===== config.mk =====
export PLATFORM = sky130hd
export DESIGN_NAME = adcrs_top
export DESIGN_NICKNAME = d
export VERILOG_FILES = /design/src/adcrs_pkg.sv /design/src/adcrs_top.sv
export SDC_FILE = /design/constraint.sdc
export NUM_CORES = 1
export LEC_CHECK = 0
export BUFFER_PORTS_ARGS = -buffer_cell sky130_fd_sc_hd__buf_2
export CAP_MARGIN = 20
export CORE_ASPECT_RATIO = 0.75
export CORE_MARGIN = 2
export CORE_UTILIZATION = 50
export CTS_BUF_LIST = sky130_fd_sc_hd__clkbuf_4
export CTS_CLUSTER_DIAMETER = 50
export DETAILED_ROUTE_END_ITERATION = 8
export PLACE_DENSITY = 0.7
export SETUP_SLACK_MARGIN = 0.15
export SLEW_MARGIN = 20
export SYNTH_ARGS = -nofsm -noshare
export SYNTH_HDL_FRONTEND = slang
export SYNTH_SLANG_ARGS = --single-unit

===== constraint.sdc =====
create_clock -name sys_clk -period 6.55 [get_ports sys_clk]
set_input_delay 0.655 -clock sys_clk [delete_from_list [all_inputs] [get_ports sys_clk]]
set_output_delay 0.655 -clock sys_clk [all_outputs]
set_load 0.01 [all_outputs]

===== src/adcrs_pkg.sv =====
/*
  Constants for the converter result and status flag block: channel count,
  data width, register offsets, bit positions and reset values.
  Assumes an APB slave with 32-bit data and one register per aligned word.
*/
package adcrs_pkg;
  localparam int unsigned NCH    = 8;
  localparam int unsigned DW     = 10;
  localparam int unsigned CHW    = 3;
  localparam logic [7:0] OFF_CR   = 8'h00;
  localparam logic [7:0] OFF_MR   = 8'h04;
  localparam logic [7:0] OFF_CHER = 8'h10;
  localparam logic [7:0] OFF_CHDR = 8'h14;
  localparam logic [7:0] OFF_CHSR = 8'h18;
  localparam logic [7:0] OFF_SR   = 8'h1C;
  localparam logic [7:0] OFF_LAST_RESULT_REGISTER = 8'h20;
  localparam logic [7:0] OFF_IER  = 8'h24;
  localparam logic [7:0] OFF_IMR  = 8'h2C;
  localparam logic [7:0] OFF_CDR0 = 8'h30;
  localparam int unsigned CR_START  = 1;
  localparam int unsigned MR_SLEEP  = 5;
  localparam int unsigned SR_OVR_LO = 8;
  localparam int unsigned SR_DATA_READY_FLAG   = 16;
  localparam int unsigned SR_GENERAL_OVERRUN_FLAG  = 17;
  localparam int unsigned SR_SLEEP  = 18;
  localparam logic [31:0] ZERO32  = 32'h0000_0000;
  localparam logic [NCH-1:0] CH_NONE = '0;
endpackage


===== src/adcrs_top.sv =====
/*
  Status flags and result registers of an analog-to-digital converter
  controller, with an APB register slave and one level interrupt.
  Assumes the conversion core pulses conv_done for one sys_clk cycle with
  conv_ch and conv_data on the same clock, and starts a conversion when
  conv_start pulses.
*/
// Our own choices: the APB register port and the address map.
`timescale 1ns/1ps
module adcrs_top (
  input  wire logic                        sys_clk,
  input  wire logic                        reset,
  input  wire logic                        psel,
  input  wire logic                        penable,
  input  wire logic                        pwrite,
  input  wire logic [7:0]                  paddr,
  input  wire logic [31:0]                 pwdata,
  output logic      [31:0]                 prdata,
  output logic                             pready,
  output logic                             pslverr,
  input  wire logic                        conv_done,
  input  wire logic [adcrs_pkg::CHW-1:0]   conv_ch,
  input  wire logic [adcrs_pkg::DW-1:0]    conv_data,
  output logic                             conv_start,
  output logic                             sleep_active,
  output logic                             irq
);
  localparam int unsigned NCH = adcrs_pkg::NCH;
  localparam int unsigned DW  = adcrs_pkg::DW;
  localparam logic [NCH-1:0] CH_NONE = adcrs_pkg::CH_NONE;

  // Channel numbers compare at the width of the core's channel field.
  typedef logic [adcrs_pkg::CHW-1:0] adcrs_ch_t;

  logic [NCH-1:0]   chen_r;
  logic [NCH-1:0]   eoc_r;
  logic [NCH-1:0]   ovr_r;
  logic             data_ready_flag_r;
  logic             general_overrun_flag_r;
  logic [DW-1:0]    last_r;
  logic [DW-1:0]    cdr_r [NCH];
  logic [NCH-1:0]   imr_r;
  logic [2:0]       imr_hi_r;
  logic             sleep_req_r;
  logic             sleep_r;
  logic             start_r;
  logic [31:0]      prdata_r;
  adcrs_ch_t        conv_ch_last_r;

  logic             acc;
  logic             wr;
  logic             rd;
  logic             rd_sr;
  logic             rd_last_result_register;
  logic             rd_cdr;
  logic             cdr_hit;
  logic [NCH-1:0]   rd_cdr_oh;
  logic [NCH-1:0]   dis_oh;
  logic [NCH-1:0]   done_oh;
  logic             store;
  logic [31:0]      sr_val;
  logic [31:0]      rd_val;
  logic [7:0]       cdr_off;

  // Every access completes in its first access cycle.
  assign acc     = psel & penable;
  assign wr      = acc & pwrite;
  assign rd      = acc & ~pwrite;
  assign pready  = 1'b1;
  assign pslverr = 1'b0;
  assign prdata  = prdata_r;
  assign rd_sr   = rd & (paddr == adcrs_pkg::OFF_SR);
  assign rd_last_result_register = rd & (paddr == adcrs_pkg::OFF_LAST_RESULT_REGISTER);
  assign cdr_off = paddr - adcrs_pkg::OFF_CDR0;
  assign cdr_hit = (paddr >= adcrs_pkg::OFF_CDR0) &
                   (cdr_off[7:2] < 6'(NCH)) & (cdr_off[1:0] == 2'b00);
  assign rd_cdr  = rd & cdr_hit;

  genvar g;
  generate
    for (g = 0; g < NCH; g++) begin : g_dec
      assign rd_cdr_oh[g] = rd_cdr & (cdr_off[7:2] == 6'(g));
      assign dis_oh[g]    = wr & (paddr == adcrs_pkg::OFF_CHDR) & pwdata[g];
      assign done_oh[g]   = conv_done & (conv_ch == adcrs_ch_t'(g));
    end
  endgenerate

  // A completion on a channel disabled in the same cycle still counts: the
  // conversion was already under way when the channel was disabled.
  assign store = conv_done & chen_r[conv_ch];

  always_ff @(posedge sys_clk or posedge reset) begin
    if (reset) begin
      chen_r <= adcrs_pkg::CH_NONE;
    end else if (wr && paddr == adcrs_pkg::OFF_CHER) begin
      chen_r <= chen_r | pwdata[NCH-1:0];
    end else if (wr && paddr == adcrs_pkg::OFF_CHDR) begin
      chen_r <= chen_r & ~pwdata[NCH-1:0];
    end
  end

  always_ff @(posedge sys_clk or posedge reset) begin
    if (reset) begin
      last_r <= '0;
    end else if (store) begin
      last_r <= conv_data;
    end
  end

  generate
    for (g = 0; g < NCH; g++) begin : g_ch
      always_ff @(posedge sys_clk or posedge reset) begin
        if (reset) begin
          cdr_r[g] <= '0;
        end else if (store && done_oh[g]) begin
          cdr_r[g] <= conv_data;
        end
      end

      // Set wins over the read clear; a disable blocks the set.
      always_ff @(posedge sys_clk or posedge reset) begin
        if (reset) begin
          eoc_r[g] <= 1'b0;
        end else if (store && done_oh[g] && !dis_oh[g]) begin
          eoc_r[g] <= 1'b1;
        end else if (rd_cdr_oh[g] || dis_oh[g] ||
                     (rd_last_result_register && conv_ch_last_r == adcrs_ch_t'(g))) begin
          eoc_r[g] <= 1'b0;
        end
      end

      // A coincident overrun set wins over the status read clear.
      always_ff @(posedge sys_clk or posedge reset) begin
        if (reset) begin
          ovr_r[g] <= 1'b0;
        end else if (store && done_oh[g] && eoc_r[g] && !rd_cdr_oh[g]) begin
          ovr_r[g] <= 1'b1;
        end else if (rd_sr) begin
          ovr_r[g] <= 1'b0;
        end
      end
    end
  endgenerate

  always_ff @(posedge sys_clk or posedge reset) begin
    if (reset) begin
      conv_ch_last_r <= '0;
    end else if (store) begin
      conv_ch_last_r <= conv_ch;
    end
  end

  // Data ready depends only on stored data and last-result reads.
  always_ff @(posedge sys_clk or posedge reset) begin
    if (reset) begin
      data_ready_flag_r <= 1'b0;
    end else if (store) begin
      data_ready_flag_r <= 1'b1;
    end else if (rd_last_result_register) begin
      data_ready_flag_r <= 1'b0;
    end
  end

  // Overrun set keeps precedence over the status read clear.
  always_ff @(posedge sys_clk or posedge reset) begin
    if (reset) begin
      general_overrun_flag_r <= 1'b0;
    end else if (store && data_ready_flag_r && !rd_last_result_register) begin
      general_overrun_flag_r <= 1'b1;
    end else if (rd_sr) begin
      general_overrun_flag_r <= 1'b0;
    end
  end

  always_ff @(posedge sys_clk or posedge reset) begin
    if (reset) begin
      imr_r    <= adcrs_pkg::CH_NONE;
      imr_hi_r <= 3'h0;
    end else if (wr && paddr == adcrs_pkg::OFF_IER) begin
      imr_r    <= pwdata[NCH-1:0];
      imr_hi_r <= pwdata[adcrs_pkg::SR_GENERAL_OVERRUN_FLAG:adcrs_pkg::SR_DATA_READY_FLAG-1];
    end
  end

  // Sleep requested while idle cannot act until a conversion ends, so the
  // request is held and applied at the next completion.
  always_ff @(posedge sys_clk or posedge reset) begin
    if (reset) begin
      sleep_req_r <= 1'b0;
    end else if (wr && paddr == adcrs_pkg::OFF_MR) begin
      sleep_req_r <= pwdata[adcrs_pkg::MR_SLEEP];
    end
  end

  always_ff @(posedge sys_clk or posedge reset) begin
    if (reset) begin
      sleep_r <= 1'b0;
    end else if (!sleep_req_r) begin
      sleep_r <= 1'b0;
    end else if (conv_done) begin
      sleep_r <= 1'b1;
    end
  end

  always_ff @(posedge sys_clk or posedge reset) begin
    if (reset) begin
      start_r <= 1'b0;
    end else begin
      start_r <= wr && paddr == adcrs_pkg::OFF_CR &&
                 pwdata[adcrs_pkg::CR_START];
    end
  end

  assign conv_start   = start_r;
  assign sleep_active = sleep_r;
  assign irq = |(eoc_r & imr_r) | (data_ready_flag_r & imr_hi_r[1]) |
               (general_overrun_flag_r & imr_hi_r[2]) | (|ovr_r & imr_hi_r[0]);

  always_comb begin
    sr_val = adcrs_pkg::ZERO32;
    sr_val[NCH-1:0] = eoc_r;
    sr_val[adcrs_pkg::SR_OVR_LO +: NCH] = ovr_r;
    sr_val[adcrs_pkg::SR_DATA_READY_FLAG]  = data_ready_flag_r;
    sr_val[adcrs_pkg::SR_GENERAL_OVERRUN_FLAG] = general_overrun_flag_r;
    sr_val[adcrs_pkg::SR_SLEEP] = sleep_r;
  end

  always_comb begin
    rd_val = adcrs_pkg::ZERO32;
    if (paddr == adcrs_pkg::OFF_SR) begin
      rd_val = sr_val;
    end else if (paddr == adcrs_pkg::OFF_LAST_RESULT_REGISTER) begin
      rd_val[DW-1:0] = last_r;
    end else if (cdr_hit) begin
      rd_val[DW-1:0] = cdr_r[cdr_off[2+:adcrs_pkg::CHW]];
    end else if (paddr == adcrs_pkg::OFF_CHSR) begin
      rd_val[NCH-1:0] = chen_r;
    end else if (paddr == adcrs_pkg::OFF_MR) begin
      rd_val[adcrs_pkg::MR_SLEEP] = sleep_req_r;
    end else if (paddr == adcrs_pkg::OFF_IMR) begin
      rd_val[NCH-1:0] = imr_r;
      rd_val[adcrs_pkg::SR_GENERAL_OVERRUN_FLAG:adcrs_pkg::SR_DATA_READY_FLAG-1] = imr_hi_r;
    end
  end

  always_ff @(posedge sys_clk or posedge reset) begin
    if (reset) begin
      prdata_r <= adcrs_pkg::ZERO32;
    end else if (psel && !penable && !pwrite) begin
      // The word is caught in the setup cycle so that it stands at the
      // access edge; an event in the access cycle shows on the next read.
      prdata_r <= rd_val;
    end
  end
endmodule

==> metrics.txt <==
grt ovf 0; clock skew 16.3 ps; Worst-Skew Late Latency 560 ps; asr flop ratio synth 100%; Syn-to-layout area delta 7.53%; peak supply drop roughly 0.13 mV; library cells used by synthesis 61; Layout Nets 743; cell family with most CP delay compound AO/OA/AOI/OAI gates; Seq cells post-synth ~150; gr usage total approximately a quarter; critical path, cell by cell buf_2 -> nor2_1 -> a22oi_1 -> o41ai_4 -> nor2b_1 -> a211oi_1; clk buf depth 2; Via density 6.02; # IOs 96; largest net degree at the start of global routing slightly above 100; Critical Path AT 3260 ps; Row Count 38; Post-CTS Setup Inserts 0; Post-CTS Hold Fix Bufs 0; max incr delay on CP 690 ps; Max Freq about 360 MHz; DP HPWL approximately 14000 µm; Root Driver clkbuf_4; initial antenna violation count 0; vias in the first global route 5427; Reg clk slew, reported paths 120 ps; Mean Syn Cell Area around 12 µm²; post-route ant nets 0; Die Width 145 µm; Die H 110 µm; worst path bufs/invs 1; CP max FO 28; WP data required 7010 ps; Synth Flop Type dfrtp_1; final hold slack 291 ps; Final Power about 1.8 mW; crit path time final 2800 ps; Critical Path Source Type input port; Tightest Hold Check Type in -> async; starting density of the core 51.5%; endpoints failing setup 0; global-route wire length before repair 30500 µm; CTS Buf Count 17; TritonCTS clock tree yes; post_cts resized 0; antenna cell count 0; setup tns final 0 ps; final slew viol count 0; routed vias between 5000 and 6000; gpl congestion 0.928; DP Worst Slack 3090 ps; H-tree depth 4; Avg WL per Cell 21.8 µm; DRT iter0 DRCs 616; drc violations 0; final hold viol count 0; placed insts 860; drt first pass iters 5; Port Buffers 59; Least-Margin Pin Slew about 900 ps; Yosys warnings 0; WS Path Type in -> reg; Critical Path End Type flip-flop; register area share after synthesis 50.7%; share of layout cells above drive strength 1 25.9%; # fillers 1285; PD cells 218 nW/µm²; setup ws final 3750 ps; WL final approximately 19000 µm; Mapped Area around 7500 µm²; CTS sink count 152; status finished, final reports clean; Core ar. 14500 µm²; crit share post-route 42.7%; Post-synth EDFFs 0; post-synthesis cell count 644; Final Non-Filler Cells roughly 900; die area 16000 µm²; max-slew headroom at the worst pin between 40% and 50%; Max-Cap Viols 0; RSZ-0062 raised after global routing no; slowest stage cell, crit path nor2_1; Pleak a little under 4 nW
==> cell usage in the layout (no fill, tap or decap), types with 5 or more instances in the layout <==
master / netlist / layout
o221ai_1: 11 / 11
dfrtp_1: 152 / 152
nor2b_1: 14 / 14
a21boi_0: 8 / 8
and3_1: 6 / 6
nand2_1: 120 / 120
mux2_2: 45 / 45
a22o_1: 16 / 16
or3_1: 8 / 8
mux2_1: 27 / 27
mux4_2: 22 / 22
a22oi_1: 10 / 10
buf_2: 8 / 59
ha_1: 5 / 5
o21ai_0: 17 / 17
nor2_1: 16 / 16
a211oi_1: 7 / 7
conb_1: 2 / 15
inv_1: 8 / 7
nand4_1: 9 / 9
nand3_1: 11 / 11
a221oi_1: 5 / 5
clkbuf_4: 0 / 20
a2111oi_0: 7 / 7
clkinv_1: 0 / 5
==> sequential cells by signal, indices dropped and copies added (netlist names), named ones only <==
name                    flops
imr_hi_r                    3
data_ready_flag_r           1
cdr_r                      80
ovr_r                       8
last_r                     10
conv_ch_last_r              3
eoc_r                       8
sleep_active                1
conv_start                  1
general_overrun_flag_r      1
prdata                     19
sleep_req_r                 1
imr_r                       8
==> area by class of cell <==
| class | instances | area [µm²] | area share [%] |
|---|---|---|---|
| clock inverter | 11 | 131 | 1.63 |
| timing repair buffer | 61 | 310 | 3.85 |
| tap | 200 | 250 | 3.10 |
| sequential | 152 | 3800 | 47.2 |
| multi-input combinational | 439 | 3380 | 41.9 |
| clock buffer | 20 | 150 | 1.86 |
| inverter | 8 | 35.0 | 0.435 |
==> cells in the mapped netlist, drive strengths merged, types with 6 or more instances <==
cell	count	area share, %
a2111oi	7	0.82
nor3	6	0.83
nor2	16	0.80
nand2	124	6.3
and3	6	0.50
o221ai	11	1.3
a22oi	10	1.0
a21boi	8	0.80
inv	8	0.40
a22o	16	1.9
o21ai	18	1.2
nor2b	14	1.2
a211oi	7	0.70
mux4	22	6.6
dfrtp	152	51
nand3	12	0.87
nand4	9	0.75
mux2	75	11
clkbuf	25	1.3
buf	33	3.2
or3	8	0.67
==> worst reg2reg max path: stages (launching register included) <==
cell and delay, ps:
dfrtp_1 470, mux4_2 510, and3_1 300, nand2_2 430
mux2_2 400
==> final timing paths <==
path	startpoint	to	slack [ps]	depth (start not counted)
max in group asynchronous	reset	cdr_r[27]$_DFFE_PP0P_	5050	3
worst max register to register	flip-flop	cdr_r[28]$_DFFE_PP0P_	4350	4
worst min-delay path	reset	cdr_r[39]$_DFFE_PP0P_	290	2
worst max-delay path	paddr[2]	prdata[0]$_DFFE_PP0P_	3750	6
min in group sys_clk	pwdata[17]	imr_hi_r[2]$_DFFE_PP0P_	330	2
worst min register to register	cdr_r[50]$_DFFE_PP0P_	cdr_r[50]$_DFFE_PP0P_	490	2
==> metal layers <==
layer  vias up  routed length, µm  global-route usage (%)
li1       2378                  -                       -
met1      2741               8760                    36.3
met2       222               8750                    38.9
met3        23               1620                    7.33
met4         0                283                    7.28
met5         -                  0                       0
==> power by group <==
part	switching [mW]	internal [mW]	total, mW
combinational	0.0990	0.0582	0.157
clock	0.328	0.270	0.597
sequential	0.0275	0.972	1.00
total	0.454	1.30	1.75
==> kinds of logic after synthesis <==
group           synth area share, %
other cells                   0.100
fa+ha+maj                     0.834
buf+inv                        4.89
flops                          50.7
mux                            18.3
simple gates                   14.3
compound gates                 10.9
==> metrics by stage <==
| stage | instance area, µm² | util [%] |
|---|---|---|
| finish | 8060 | 55.4 |
| global route | 8060 | 55.4 |
| CTS | 8060 | 55.4 |
| detailed placement | 7780 | 53.5 |
| global placement | 7780 | 53.4 |
| floorplan | 7550 | - |
No activity file was read; power rests on OpenSTA's default activity.
